--- src/pkg/prefill_pkg.sv ---
// package: constants, register map and types for the acquisition prefill control
package prefill_pkg;
    localparam int unsigned  DEPTH_DEF      = 64;
    localparam int unsigned  WIDTH_DEF      = 8;
    // register byte offsets
    localparam logic [7:0]   OFS_CTRL       = 8'h00;
    localparam logic [7:0]   OFS_CONF       = 8'h04;
    localparam logic [7:0]   OFS_STATUS     = 8'h08;
    localparam logic [7:0]   OFS_COUNT      = 8'h0c;
    localparam logic [7:0]   OFS_OFFLOAD    = 8'h10;
    // control bits (write 1 = pulse)
    localparam int unsigned  CTRL_RUN_BIT   = 0;
    localparam int unsigned  CTRL_STOP_BIT  = 1;
    localparam int unsigned  CTRL_POP_BIT   = 2;
    // config fields
    localparam int unsigned  CONF_QUAL_BIT  = 0;
    localparam int unsigned  CONF_POS_LSB   = 4;
    localparam logic [1:0]   POS_RESET      = 2'h0;
    // post-trigger shares in percent, selected by position code
    localparam int unsigned  POST_PCT_12    = 12;
    localparam int unsigned  POST_PCT_50    = 50;
    localparam int unsigned  POST_PCT_88    = 88;

    typedef enum logic [1:0] {
        POS_POST = 2'h0,
        POS_MID  = 2'h1,
        POS_PRE  = 2'h2
    } trig_pos_t;

    typedef enum {
        ST_IDLE,
        ST_PREFILL,
        ST_ARMED,
        ST_POST,
        ST_DONE
    } acq_state_t;

    typedef struct packed {
        logic       qualify;
        trig_pos_t  pos;
    } acq_conf_t;

    typedef struct packed {
        logic       running;
        logic       filled;
        logic       triggered;
        logic       done;
        logic       offload_ok;
    } acq_status_t;
endpackage

--- src/design/acquisition_prefill_control.sv ---
// acquisition prefill control with ahb-lite register slave
// Overview of operation
// - continuous mode: fill whole buffer before triggering
// - trigger evaluation starts after fill; offload only after the post-trigger fill
// - stop before first trigger: no offload
// - qualified mode: evaluate triggers from first sample
// - early trigger jumps straight to post-trigger fill
// - continuous mode ignores matches while filling
// - post position: 12% of depth after trigger
// - post share selectable 12%, 50% or 88%
//
// Local design decisions: the register offsets and the AHB-Lite register port.
`timescale 1ns/10ps
`default_nettype none
module acquisition_prefill_control #(
    parameter int unsigned WIDTH = prefill_pkg::WIDTH_DEF,
    parameter int unsigned DEPTH = prefill_pkg::DEPTH_DEF
) (
    input  wire logic             clk_sys_i,
    input  wire logic             reset_i,
    // sampled design logic
    input  wire logic [WIDTH-1:0] sample_i,
    input  wire logic             sample_valid_i,
    input  wire logic             trig_match_i,
    // ahb-lite slave
    input  wire logic             hsel_i,
    input  wire logic [31:0]      haddr_i,
    input  wire logic [1:0]       htrans_i,
    input  wire logic             hwrite_i,
    input  wire logic [2:0]       hsize_i,
    input  wire logic [31:0]      hwdata_i,
    input  wire logic             hready_i,
    output logic      [31:0]      hrdata_o,
    output logic                  hreadyout_o,
    output logic                  hresp_o
);
    localparam int unsigned AW = $clog2(DEPTH);
    localparam int unsigned CW = AW + 1;
    // post-trigger sample counts, rounded to nearest, at least one;
    // the trigger sample itself is the first post-trigger sample
    localparam int unsigned P12 =
        (DEPTH * prefill_pkg::POST_PCT_12 + 50) / 100;
    localparam int unsigned P50 =
        (DEPTH * prefill_pkg::POST_PCT_50 + 50) / 100;
    localparam int unsigned P88 =
        (DEPTH * prefill_pkg::POST_PCT_88 + 50) / 100;
    localparam logic [CW-1:0] POST_12 = CW'(P12 < 1 ? 1 : P12);
    localparam logic [CW-1:0] POST_50 = CW'(P50 < 1 ? 1 : P50);
    localparam logic [CW-1:0] POST_88 = CW'(P88 < 1 ? 1 : P88);
    localparam logic [CW-1:0] FULL    = CW'(DEPTH);

    prefill_pkg::acq_state_t  state;
    prefill_pkg::acq_conf_t   conf;
    prefill_pkg::acq_status_t stat;

    logic [AW-1:0]    wptr;
    logic [CW-1:0]    fill_cnt;
    logic [CW-1:0]    post_cnt;
    logic [CW-1:0]    post_len;
    logic [CW-1:0]    pre_quota;
    logic [AW-1:0]    trig_addr;
    logic [AW-1:0]    rd_idx;
    logic [CW-1:0]    rd_left;
    logic [WIDTH-1:0] rd_data;
    logic             we;
    logic             filled;
    logic             trig_take;
    logic             run_req;
    logic             stop_req;
    logic             pop_req;

    // ahb-lite address phase capture
    logic             dp_act;
    logic             dp_wr;
    logic [7:0]       dp_addr;
    logic             ap_take;

    assign ap_take     = hsel_i && hready_i && htrans_i[1];
    assign hreadyout_o = 1'b1;
    assign hresp_o     = 1'b0;

    always_ff @(posedge clk_sys_i or posedge reset_i) begin
        if (reset_i) begin
            dp_act  <= 1'b0;
            dp_wr   <= 1'b0;
            dp_addr <= 8'h00;
        end else if (hready_i) begin
            dp_act  <= ap_take;
            dp_wr   <= hwrite_i;
            dp_addr <= haddr_i[7:0];
        end
    end

    assign run_req  = dp_act && dp_wr && dp_addr == prefill_pkg::OFS_CTRL
                      && hwdata_i[prefill_pkg::CTRL_RUN_BIT];
    assign stop_req = dp_act && dp_wr && dp_addr == prefill_pkg::OFS_CTRL
                      && hwdata_i[prefill_pkg::CTRL_STOP_BIT];
    assign pop_req  = dp_act && dp_wr && dp_addr == prefill_pkg::OFS_CTRL
                      && hwdata_i[prefill_pkg::CTRL_POP_BIT];

    // configuration is only taken while idle or done, so a run never sees it change
    always_ff @(posedge clk_sys_i or posedge reset_i) begin
        if (reset_i) begin
            conf.qualify <= 1'b0;
            conf.pos     <= prefill_pkg::trig_pos_t'(prefill_pkg::POS_RESET);
        end else if (dp_act && dp_wr && dp_addr == prefill_pkg::OFS_CONF
                     && state != prefill_pkg::ST_PREFILL
                     && state != prefill_pkg::ST_ARMED
                     && state != prefill_pkg::ST_POST) begin
            conf.qualify <= hwdata_i[prefill_pkg::CONF_QUAL_BIT];
            conf.pos     <= prefill_pkg::trig_pos_t'(
                            hwdata_i[prefill_pkg::CONF_POS_LSB +: 2]);
        end
    end

    always_comb begin
        unique case (conf.pos)
            prefill_pkg::POS_MID: post_len = POST_50;
            prefill_pkg::POS_PRE: post_len = POST_88;
            default:              post_len = POST_12;
        endcase
    end
    assign pre_quota = FULL - post_len;
    assign filled    = fill_cnt == FULL;

    // continuous: matches during prefill are dropped; qualified: at once
    always_comb begin
        trig_take = 1'b0;
        if (state == prefill_pkg::ST_ARMED) begin
            trig_take = trig_match_i && sample_valid_i;
        end else if (state == prefill_pkg::ST_PREFILL && conf.qualify) begin
            trig_take = trig_match_i && sample_valid_i;
        end
    end

    assign we = sample_valid_i && (state == prefill_pkg::ST_PREFILL
                || state == prefill_pkg::ST_ARMED
                || state == prefill_pkg::ST_POST);

    always_ff @(posedge clk_sys_i or posedge reset_i) begin
        if (reset_i) begin
            state <= prefill_pkg::ST_IDLE;
        end else if (run_req) begin
            state <= prefill_pkg::ST_PREFILL;
        end else if (stop_req && state != prefill_pkg::ST_DONE) begin
            state <= prefill_pkg::ST_IDLE;
        end else begin
            unique case (state)
                prefill_pkg::ST_PREFILL: begin
                    if (trig_take) begin
                        state <= prefill_pkg::ST_POST;
                    end else if (!conf.qualify && fill_cnt == FULL - 1
                                 && sample_valid_i) begin
                        state <= prefill_pkg::ST_ARMED;
                    end else if (conf.qualify && sample_valid_i
                                 && fill_cnt == pre_quota - 1) begin
                        state <= prefill_pkg::ST_ARMED;
                    end
                end
                prefill_pkg::ST_ARMED: begin
                    if (trig_take) begin
                        state <= prefill_pkg::ST_POST;
                    end
                end
                prefill_pkg::ST_POST: begin
                    if (sample_valid_i && post_cnt == post_len - 1) begin
                        state <= prefill_pkg::ST_DONE;
                    end
                end
                default: begin
                end
            endcase
        end
    end

    always_ff @(posedge clk_sys_i or posedge reset_i) begin
        if (reset_i) begin
            wptr      <= '0;
            fill_cnt  <= '0;
            post_cnt  <= '0;
            trig_addr <= '0;
        end else if (run_req) begin
            wptr      <= '0;
            fill_cnt  <= '0;
            post_cnt  <= '0;
            trig_addr <= '0;
        end else if (we) begin
            wptr <= AW'(wptr + 1'b1);
            if (!filled) begin
                fill_cnt <= CW'(fill_cnt + 1'b1);
            end
            if (trig_take) begin
                trig_addr <= wptr;
            end
            if (state == prefill_pkg::ST_POST || trig_take) begin
                post_cnt <= CW'(post_cnt + 1'b1);
            end
        end
    end

    // offload: oldest sample first; short fills start at zero
    always_ff @(posedge clk_sys_i or posedge reset_i) begin
        if (reset_i) begin
            rd_idx  <= '0;
            rd_left <= '0;
        end else if (run_req) begin
            // a new run must not inherit the last offload window
            rd_idx  <= '0;
            rd_left <= '0;
        end else if (state == prefill_pkg::ST_POST && sample_valid_i
                     && post_cnt == post_len - 1) begin
            rd_idx  <= filled ? AW'(wptr + 1'b1) : '0;
            rd_left <= filled ? FULL : CW'(fill_cnt + 1'b1);
        end else if (pop_req && rd_left != '0) begin
            rd_idx  <= AW'(rd_idx + 1'b1);
            rd_left <= CW'(rd_left - 1'b1);
        end
    end

    sample_ram #(
        .WIDTH (WIDTH),
        .DEPTH (DEPTH),
        .AW    (AW)
    ) u_ram (
        .clk_sys_i (clk_sys_i),
        .we_i      (we),
        .waddr_i   (wptr),
        .wdata_i   (sample_i),
        .raddr_i   (rd_idx),
        .rdata_o   (rd_data)
    );

    // offload allowed only for a completed, triggered acquisition
    always_comb begin
        stat.running    = state == prefill_pkg::ST_PREFILL
                          || state == prefill_pkg::ST_ARMED
                          || state == prefill_pkg::ST_POST;
        stat.filled     = filled;
        stat.triggered  = state == prefill_pkg::ST_POST
                          || state == prefill_pkg::ST_DONE;
        stat.done       = state == prefill_pkg::ST_DONE;
        stat.offload_ok = state == prefill_pkg::ST_DONE
                          && rd_left != '0;
    end

    always_ff @(posedge clk_sys_i or posedge reset_i) begin
        if (reset_i) begin
            hrdata_o <= 32'h0000_0000;
        end else if (ap_take && !hwrite_i) begin
            unique case (haddr_i[7:0])
                prefill_pkg::OFS_CONF:
                    hrdata_o <= {26'h000_0000, conf.pos, 3'h0, conf.qualify};
                prefill_pkg::OFS_STATUS:
                    hrdata_o <= {27'h000_0000, stat};
                prefill_pkg::OFS_COUNT:
                    hrdata_o <= {8'h00, 8'(trig_addr), 8'(rd_left),
                                 8'(fill_cnt)};
                prefill_pkg::OFS_OFFLOAD:
                    hrdata_o <= stat.offload_ok ? 32'(rd_data) : 32'h0;
                default:
                    hrdata_o <= 32'h0000_0000;
            endcase
        end
    end
endmodule
`default_nettype wire

--- src/design/sample_ram.sv ---
// sample store: one write port, one registered read port
`timescale 1ns/10ps
`default_nettype none
module sample_ram #(
    parameter int unsigned WIDTH = 8,
    parameter int unsigned DEPTH = 64,
    parameter int unsigned AW    = $clog2(DEPTH)
) (
    input  wire logic             clk_sys_i,
    input  wire logic             we_i,
    input  wire logic [AW-1:0]    waddr_i,
    input  wire logic [WIDTH-1:0] wdata_i,
    input  wire logic [AW-1:0]    raddr_i,
    output logic      [WIDTH-1:0] rdata_o
);
    logic [WIDTH-1:0] mem [DEPTH];

    always_ff @(posedge clk_sys_i) begin
        if (we_i) begin
            mem[waddr_i] <= wdata_i;
        end
    end

    // no reset on the read register: contents are undefined until written
    always_ff @(posedge clk_sys_i) begin
        rdata_o <= mem[raddr_i];
    end
endmodule
`default_nettype wire

--- config.mk ---
export PLATFORM = sky130hd
export DESIGN_NAME = acquisition_prefill_control
export DESIGN_NICKNAME = d
export VERILOG_FILES = /design/src/pkg/prefill_pkg.sv /design/src/design/acquisition_prefill_control.sv /design/src/design/sample_ram.sv
export SDC_FILE = /design/constraint.sdc
export NUM_CORES = 1
export LEC_CHECK = 0
export BUFFER_PORTS_ARGS = -buffer_cell sky130_fd_sc_hd__buf_2
export CORE_MARGIN = 1.5
export CORE_UTILIZATION = 30
export DETAILED_ROUTE_END_ITERATION = 6
export HOLD_SLACK_MARGIN = 0.06
export SYNTH_ARGS = -nofsm -noshare
export SYNTH_HDL_FRONTEND = slang
export SYNTH_SLANG_ARGS = --single-unit
--- constraint.sdc ---
create_clock -name clk_sys_i -period 2.7 [get_ports clk_sys_i]
set_input_delay 0.135 -clock clk_sys_i [delete_from_list [all_inputs] [get_ports clk_sys_i]]
set_output_delay 0.135 -clock clk_sys_i [all_outputs]
set_load 0.005 [all_outputs]
Yosys cells after proc, flatten, opt, wreduce, memory -nomap -nowiden. Memories as Yosys holds them, arrays and structs flattened. A register that Yosys moved wholly into a read port is not among the register bits. Index checks and enable logic that the tools add are counted.

Bits in registers: 116. Bits in writable memories: 512. Bits of input ports: 84. Output and inout bits: 34. Logic and storage cells: 124. Memories kept: 1.

Memory list: u_ram.mem (words 64, width 8, rd ports 1, clocked after Yosys merged registers in 1, write ports 1, line sample_ram.sv:16) `logic [WIDTH-1:0] mem [DEPTH];`.

Add/sub/neg operators: 8. Equal/unequal tests: 26. Muxes and demuxes: 34. Reduce and logical (&&, ||, !) cells: 42.

Operators by type and width (number): 32-bit 2-to-1 mux (7); 32-bit by 2-bit equality test with 1-bit output (second input constant) (3); 32-bit case mux with 3 select lines (1); 22-bit case mux with 4 select lines (1); 7-bit 2-to-1 mux (10); 32-bit by 3-bit equality test with 1-bit output (second input constant) (2); 7-bit by 32-bit equality test with 1-bit output (2); 32-bit by 3-bit inequality test with 1-bit output (second input constant) (2); 6-bit 2-to-1 mux (9); 32-bit by 1-bit equality test with 1-bit output (second input constant) (1); 32-bit by 4-bit equality test with 1-bit output (second input constant) (1); 32-bit by 2-bit inequality test with 1-bit output (second input constant) (1); 32-bit by 4-bit inequality test with 1-bit output (second input constant) (1); 1-bit logical AND (25); 8-bit by 3-bit equality test with 1-bit output (second input constant) (2); 8-bit by 4-bit equality test with 1-bit output (second input constant) (2); 7-bit by 1-bit subtractor with 8-bit output (second input constant) (2); 7-bit by 1-bit adder with 7-bit output (second input constant) (2); 6-bit by 1-bit adder with 6-bit output (second input constant) (2); 6-bit case mux with 2 select lines (1); 8-bit by 5-bit equality test with 1-bit output (second input constant) (1); 8-bit zero test (1); 8-bit 2-to-1 mux (1); 4-bit inequality test (second input constant) (2); 17 further kinds (28).

Logic depth before layout (Yosys ltp). Gate-level depths: netlist of run 1.

Depth in word-level cells: 12. Mapped depth: 10. Gate-level depth less buffers: 8.

Modules after synthesis. A second synthesis of run 1 with hierarchy kept.

Cell total of the unflattened synthesis: 1404. Area, all modules: 24573.6 sq um.

Modules (own cells, without submodules): sample_ram (instances 1, cells an instance 940, area an instance 20166.8 sq um, seq. area each 15534.9 sq um); acquisition_prefill_control (instances 1, cells an instance 464, area an instance 4406.7 sq um, seq. area each 1901.8 sq um).

Worst setup path after synthesis of run 1. OpenSTA, ideal clock, no wires.

Kind: register to register. From: reg state[1]. To: mem u_ram.mem[35][0], enable pin. Setup time: 0.370 ns. Data arrival time: 1.967 ns. Required time: 2.330 ns. Setup slack: 0.363 ns. Cell stages (with the launch flop): 8. Buffers on the path: 3. Clock period less this slack: 2.337 ns. Path through: dfrtp_1 > clkbuf_1 > o21ba_2 > and2_1 > clkbuf_1 > clkbuf_1 > nand3_1 > nor2_1.

Cells in the longest elaborated chain, start to end: 6. Elaborated cells between the ends (all ways): 8. Classes of those cells: eq/ne: 3; mux: 2; reduce/logical: 3.

Ends and longest elaborated chain: start: declaration (line acquisition_prefill_control.sv:52) `prefill_pkg::acq_state_t state;`; start signal: assignment (line acquisition_prefill_control.sv:142) `state <= prefill_pkg::ST_IDLE;`; start signal: assignment (line acquisition_prefill_control.sv:144) `state <= prefill_pkg::ST_PREFILL;`; start signal: assignment (line acquisition_prefill_control.sv:146) `state <= prefill_pkg::ST_IDLE;`; 32-bit by 2-bit equality test with 1-bit output / 32-bit by 3-bit equality test with 1-bit output (equally long branches) (line acquisition_prefill_control.sv:136, acquisition_prefill_control.sv:137); 1-bit logical OR (line acquisition_prefill_control.sv:137) `|| state == prefill_pkg::ST_ARMED`; 1-bit logical OR (*) (line acquisition_prefill_control.sv:138) `|| state == prefill_pkg::ST_POST);`; 1-bit logical AND (*) (line acquisition_prefill_control.sv:136) `assign we = sample_valid_i && (state == prefill_pkg::ST_PREFILL`; 1-bit 2-to-1 mux (*) (line sample_ram.sv:19) `if (we_i) begin`; 1-bit 2-to-1 mux (implied by the code) (*) (line sample_ram.sv:20) `mem[waddr_i] <= wdata_i;`; end: declaration (line sample_ram.sv:16).

Mark *: on every way between the ends. The rest lies on a longest branch, timed or not.

==> impl_results.md, run 1 <==
- Maximum number of pins on one net before global-route repair: 67
- Routed len/inst: 21.21 um
- Pre-Repair DR Iteration Count: 6
- CTS clock-pin slew for the worst setup and hold paths: 0.06 ns
- Max-slew headroom: 37.89%
- Library cell occupying the most area in the post-synthesis netlist: sky130_fd_sc_hd__edfxtp_1
- Per-cell via count in the routed design: 4.922
- CTS tree: yes
- Synthesis-stage register bit count: 596
- Ranking of synthesized cells by area: sky130_fd_sc_hd__edfxtp_1, sky130_fd_sc_hd__mux4_2, sky130_fd_sc_hd__dfrtp_1
- Horizontal extent of the die: 287.1 um
- Hold Path Class: in2reg
- Max FO, Critical Path: 28
- DP Area: 26440 sq um
- # Post-CTS Setup Buffers: 0
- Type of element capturing the critical path: flop
- Area added between synthesis and finish: 18.90%
- Setup Slack @ Placement: 0.1677 ns
- Remaining number of nets flagged by the antenna check after routing: 0
- Die H: 287.1 um
- Commonest cells after routing, fill and taps aside: sky130_fd_sc_hd__edfxtp_1, sky130_fd_sc_hd__mux4_2, sky130_fd_sc_hd__buf_4
- Number of antenna violations at the first check in global routing: 0
- Number of max-slew violations in the final report: 0
- Final core occ: 35.93%
- Leakage component of the power: 9.470 nW
- Hold Violations, Final: 0
- Final nets: 1658
- Most common cell after layout, fill and taps aside: sky130_fd_sc_hd__edfxtp_1
- Final worst path period share: 93.93%
- Critical path origin: rd_idx[0]$_DFFE_PP0P_
- Standard-cell rows: 104
- Cts-stage hold buffer count: 32
- Layout cells sized above 1: 26.21%
- Timing-limited maximum frequency: 394.3 MHz
- Number of clock buffers inserted by TritonCTS: 61
- Clk buf depth: 3
- Mapped Avg Cell Area: 17.62 sq um
- Kind of critical path: reg2reg
- Detailed-route via count: 13160
- Initial Utilization: 30.22%
- Synth warn: 0
- Post-synth EDFFs: 512
- Actual transition at the worst max-transition pin: 0.9297 ns
- Fraction of registers with async set or reset after synthesis: 12.75%
- Critical Path RT: 3.26 ns
- Worst Hold Launch: sample_i[3]
- Die area: 82450 sq um
- Area share of the leading cell type in the synthesized netlist: 63.47%
- Final Instance Area: 28800 sq um
- Setup repair after global routing missed its margin: no
- Worst-Skew Late Latency: 0.65 ns
- Total wire length after detailed routing: 56.71 mm
- Ports placed on the boundary: 118
- Total of cells resized after clock tree synthesis: 0
- Outcome: finished clean
- Number of filler cells placed in the layout: 7518
- PD cells: 773.2 nW/um^2
- Setup slack of the most critical reg-to-reg path: 0.16 ns
- Clk sinks: 596
- Count of endpoints failing setup in the final report: 0
- Post-synthesis instance area: 24220 sq um
- Total routing resource utilization after global routing: 13.73%
- Most frequently used flop master after synthesis: sky130_fd_sc_hd__edfxtp_1
- Final HPWL from detailed placement: 36.77 mm
- Placer Congestion: 0.9393
- Clock root buffer: sky130_fd_sc_hd__clkbuf_16
- Setup_tns: 0 ns
- Hold Slack: 0.1428 ns
- Count of port buffers added during placement: 49
- MaxCap Viol Count: 0
- Number of DRC markers after the initial detailed-route iteration: 1283
- Kind of start point of the critical path: flop
- Residual DRC: 0
- Source of the worst register-to-register timing path: rd_idx[0]$_DFFE_PP0P_
- Seq/Total Area, Yosys: 71.99%
- Arrival time at the worst endpoint: 3.10 ns
- Total global routing overflow: 0
- Syn Inst Count: 1375
- Core Region: 80160 sq um
- Wire length of the first global-routing pass: 84.64 mm
- Final setup skew: 0.04182 ns
- Maximum ir drop on the vdd rail: 0.0004847 V
- H-tree levels: 2
- Via count of the first global-routing pass: 13390
- Total inserted antenna cells: 0
- Final critical path time including I/O delays and setup: 2.536 ns
- Post-route setup slack: 0.1639 ns
- Netlist cell types: 62
==> report_power, final <==
| part | internal, mW | leakage (nW) | switching (mW) |
|---|---|---|---|
| sequential | 10.5 | 5.66 | 0.545 |
| combinational | 1.05 | 2.83 | 1.71 |
| clock | 4.96 | 0.979 | 3.51 |
| total | 16.5 | 9.47 | 5.77 |
==> cells by family (layout without fill, tap and decap cells) <==
family / count (synthesis) / after routing / synth area share (%)
AO/OA/AOI/OAI: 147 / 147 / 4.117
XOR/XNOR: 39 / 39 / 1.410
adder cells (fa/ha/maj): 10 / 10 / 0.5166
buffers and inverters: 106 / 334 / 2.402
flip-flops: 596 / 596 / 71.99
multiplexers: 159 / 159 / 12.96
other: 2 / 13 / 0.03100
AND/OR/NAND/NOR: 316 / 316 / 6.581
==> stage by stage <==
step | power, mW | std cells
2_1_floorplan | 12.64 | 1386
3_3_place_gp | 13.81 | 2529
3_5_place_dp | 13.89 | 2529
4_1_cts | 22.41 | 2674
5_1_grt | 23.08 | 2674
6_report | 22.27 | 2674
==> state kept, by name, indices dropped and copies added (netlist names) <==
signal / cells
post_cnt: 7
u_ram.rdata_o: 8
wptr: 6
u_ram.mem: 512
state: 3
hrdata_o: 21
dp_act: 1
conf: 3
rd_left: 7
trig_addr: 6
fill_cnt: 7
rd_idx: 6
dp_addr: 8
dp_wr: 1
==> area by class of cell <==
cell class | count | area, sq um | area share (%)
clock buffers | 81 | 1643 | 5.704
flip-flops and latches | 596 | 17440 | 60.57
repair buffers | 209 | 1702 | 5.909
well taps | 1060 | 1326 | 4.605
clock inverters | 32 | 392.9 | 1.364
inverters | 12 | 46.29 | 0.1608
multi-input cells | 684 | 6245 | 21.68
==> worst max-delay path, stage by stage, from the launching register on <==
cell and delay, ns:
sky130_fd_sc_hd__dfrtp_4 0.63, sky130_fd_sc_hd__buf_12 0.25, sky130_fd_sc_hd__buf_4 0.18, sky130_fd_sc_hd__mux4_2 0.33, sky130_fd_sc_hd__o22ai_1 0.08, sky130_fd_sc_hd__or4_1 0.53
sky130_fd_sc_hd__o21ai_0 0.28, sky130_fd_sc_hd__buf_4 0.19
==> cell usage after synthesis, types with 4 or more instances <==
cell / count
sky130_fd_sc_hd__a22o_1: 13
sky130_fd_sc_hd__nor4_1: 10
sky130_fd_sc_hd__and2_1: 4
sky130_fd_sc_hd__o21ai_0: 21
sky130_fd_sc_hd__or3b_2: 4
sky130_fd_sc_hd__or2_2: 10
sky130_fd_sc_hd__buf_4: 19
sky130_fd_sc_hd__nand3b_1: 13
sky130_fd_sc_hd__buf_6: 10
sky130_fd_sc_hd__a221o_1: 6
sky130_fd_sc_hd__nand2_1: 57
sky130_fd_sc_hd__buf_2: 12
sky130_fd_sc_hd__ha_1: 10
sky130_fd_sc_hd__xor2_1: 24
sky130_fd_sc_hd__dfrtp_1: 76
sky130_fd_sc_hd__nand3_1: 29
sky130_fd_sc_hd__edfxtp_1: 512
sky130_fd_sc_hd__or4_1: 5
sky130_fd_sc_hd__a22oi_1: 25
sky130_fd_sc_hd__inv_1: 12
sky130_fd_sc_hd__nor2_1: 112
sky130_fd_sc_hd__a211oi_1: 17
sky130_fd_sc_hd__xnor2_1: 15
sky130_fd_sc_hd__nor3_1: 20
sky130_fd_sc_hd__nand4_1: 6
sky130_fd_sc_hd__mux2i_1: 21
sky130_fd_sc_hd__a21oi_1: 27
sky130_fd_sc_hd__mux2_2: 14
sky130_fd_sc_hd__or3_1: 6
sky130_fd_sc_hd__buf_1: 10
sky130_fd_sc_hd__dfxtp_1: 8
sky130_fd_sc_hd__mux4_2: 122
sky130_fd_sc_hd__nand2b_1: 9
sky130_fd_sc_hd__and3_1: 7
sky130_fd_sc_hd__o22ai_1: 22
sky130_fd_sc_hd__nor2b_1: 9
sky130_fd_sc_hd__clkbuf_1: 41
==> routing by layer <==
metal  GRT usage, %  vias up  wire, um
li1               -     5793         -
met1          19.07     6859     25060
met2          21.26      420     26120
met3          2.881       89      3820
met4          4.934        0      1714
met5              0        -         0
==> path summary, 6_finish.rpt <==
path / to / cells after the start
setup / recovery: u_ram.rdata_o[7]$_DFF_P_ / 7
hold / removal: u_ram.mem[30][3]$_DFFE_PP_ / 1
setup reg to reg: u_ram.rdata_o[7]$_DFF_P_ / 7
hold reg to reg: hrdata_o[7]$_DFFE_PP0P_ / 2
max in group asynchronous: rd_idx[1]$_DFFE_PP0P_ / 5
min in group asynchronous: hrdata_o[18]$_DFFE_PP0P_ / 4
(Power assumes the default switching activity.)
==> inputs of run 2 (changes only) <==
--- a/config.mk
+++ b/config.mk
@@ -8,6 +8,7 @@
 export BUFFER_PORTS_ARGS = -buffer_cell sky130_fd_sc_hd__buf_2
 export CORE_MARGIN = 1.5
 export CORE_UTILIZATION = 30
+export CTS_BUF_LIST = sky130_fd_sc_hd__clkbuf_8
 export DETAILED_ROUTE_END_ITERATION = 6
 export HOLD_SLACK_MARGIN = 0.06
 export SYNTH_ARGS = -nofsm -noshare
==> run 2 against run 1 <==
- sequential power hardly changed
- hold slack worse by 0.0078 ns
- count of clock-buffer cells in the layout is 18 higher
- first-iteration DRC count is 4.8% lower
==> impl_results.md, run 2 (synthesized netlist as in run 1, its figures left out) <==
- Top delay family on crit path: flip-flops
- Clock root buffer: sky130_fd_sc_hd__clkbuf_8
- Total routing resource utilization after global routing: 13.90%
- Type of element capturing the critical path: flop
- Routed len/inst: 20.82 um
- Register containing the most flip-flops in the final layout: u_ram.mem
- Total wire length after detailed routing: 57.19 mm
- Die area: 82450 sq um
- Max FO, Critical Path: 28
- Final critical path time including I/O delays and setup: 2.520 ns
- Top Registers: u_ram.mem x512, hrdata_o x21
- Hold Path Class: in2reg
- Kind of start point of the critical path: flop
- Standard-cell rows: 104
- Number of clock buffers inserted by TritonCTS: 97
- Largest register FFs: 512
- Count of endpoints failing setup in the final report: 0
- Kind of critical path: reg2reg
- Critical Path RT: 3.30 ns
- Actual transition at the worst max-transition pin: 0.8655 ns
- Leakage component of the power: 9.551 nW
- Cts-stage hold buffer count: 40
- Final nets: 1702
- Final Instance Area: 28610 sq um
- Per-cell via count in the routed design: 4.862
- Setup repair after global routing missed its margin: no
- Most common cell after layout, fill and taps aside: sky130_fd_sc_hd__edfxtp_1
- Horizontal extent of the die: 287.1 um
- Clk buf depth: 3
- Detailed-route via count: 13350
- CTS tree: yes
- H-tree levels: 3
- Placer Congestion: 0.9393
- Arrival time at the worst endpoint: 3.12 ns
- Clk sinks: 596
- Number of DRC markers after the initial detailed-route iteration: 1221
- CTS clock-pin slew for the worst setup and hold paths: 0.06 ns
- Pre-Repair DR Iteration Count: 5
- Sum of buffers and inverters on the critical path: 3
- Final HPWL from detailed placement: 36.77 mm
- Ports placed on the boundary: 118
- Maximum number of pins on one net before global-route repair: 67
- Final setup skew: 0.05426 ns
- Remaining number of nets flagged by the antenna check after routing: 0
- Number of antenna violations at the first check in global routing: 0
- Hold Violations, Final: 0
- Via count of the first global-routing pass: 13610
- Initial Utilization: 30.22%
- Wire length of the first global-routing pass: 85.43 mm
- Core Region: 80160 sq um
- # Post-CTS Setup Buffers: 0
- Maximum ir drop on the vdd rail: 0.0003687 V
- Layout cells sized above 1: 27.16%
- PD cells: 731.8 nW/um^2
- Final worst path period share: 93.32%
- Peak per-stage delay on the critical path: 0.63 ns
- Residual DRC: 0
- Commonest cells after routing, fill and taps aside: sky130_fd_sc_hd__edfxtp_1, sky130_fd_sc_hd__mux4_2, sky130_fd_sc_hd__buf_4
- Die H: 287.1 um
- Total global routing overflow: 0
- Worst-Skew Late Latency: 0.71 ns
- Count of port buffers added during placement: 49
- DP Area: 26440 sq um
- CP Cell Sequence: buf_12 > buf_4 > mux4_2 > o22ai_1 > or4_1 > o21ai_0 > buf_4
- Outcome: finished clean
- Timing-limited maximum frequency: 396.9 MHz
- Cell occurring most often along the worst timing path: sky130_fd_sc_hd__buf_4
- Number of max-slew violations in the final report: 0
- Master of the slowest instance on the critical path: sky130_fd_sc_hd__dfrtp_4
- Setup_tns: 0 ns
- Max-slew headroom: 42.18%
- MaxCap Viol Count: 0
- Total of cells resized after clock tree synthesis: 0
- Area added between synthesis and finish: 18.14%
- Total inserted antenna cells: 0
==> run 2: final timing paths <==
check / startpoint / end / slack (ns) / cells past startpoint
max: rd_idx[0]$_DFFE_PP0P_ / u_ram.rdata_o[7]$_DFF_P_ / 0.18 / 7
min: sample_i[5] / u_ram.mem[52][5]$_DFFE_PP_ / 0.13 / 2
max reg2reg: rd_idx[0]$_DFFE_PP0P_ / u_ram.rdata_o[7]$_DFF_P_ / 0.18 / 7
min reg2reg: hrdata_o[7]$_DFFE_PP0P_ / hrdata_o[7]$_DFFE_PP0P_ / 0.47 / 2
max in group asynchronous: reset_i / dp_addr[6]$_DFFE_PP0P_ / 1.58 / 5
min in group asynchronous: reset_i / hrdata_o[16]$_DFFE_PP0P_ / 0.47 / 4
==> run 2: worst reg2reg max path, stage by stage (launching register included) <==
cell and delay, ns:
sky130_fd_sc_hd__dfrtp_4 0.63, sky130_fd_sc_hd__buf_12 0.25, sky130_fd_sc_hd__buf_4 0.21, sky130_fd_sc_hd__mux4_2 0.33
sky130_fd_sc_hd__o22ai_1 0.08, sky130_fd_sc_hd__or4_1 0.52, sky130_fd_sc_hd__o21ai_0 0.24, sky130_fd_sc_hd__buf_4 0.17
==> run 2: layer usage <==
metal | wire length (um) | share of wire [%] | vias up | global-route usage, %
met5 | 0 | 0 | - | 0
met4 | 1612 | 2.8 | 0 | 4.592
met3 | 4180 | 7.3 | 104 | 3.508
met2 | 26470 | 46 | 468 | 21.67
met1 | 24920 | 44 | 6870 | 18.96
li1 | - | - | 5908 | -
==> run 2: layout make-up <==
type,instances,area [sq um]
fillers,7575,51540
flip-flops and latches,596,17440
multi-input cells,684,6245
repair buffers,217,1782
clock buffers,99,1363
well taps,1060,1326
clock inverters,78,409.1
inverters,12,46.29
==> run 2: where the power goes <==
group          leakage, nW  switching (mW)  total, mW  internal [mW]
combinational         2.86            1.71       2.77           1.07
sequential            5.66           0.537       11.0           10.5
clock                 1.03            3.58       7.13           3.55
total                 9.55            5.82       20.9           15.1
==> run 2: metrics by stage <==
stage	hold WS, ns	power (mW)	worst slack (ns)	instances	util [%]
2_1_floorplan	0.2339	12.64	0.3632	1386	-
3_3_place_gp	0.04355	13.81	0.2009	2529	32.99
3_5_place_dp	0.05218	13.89	0.1677	2529	32.99
4_1_cts	0.06861	21.14	0.1454	2746	35.70
5_1_grt	0.1152	21.81	0.07761	2746	35.70
6_report	0.1350	20.94	0.1803	2746	35.70
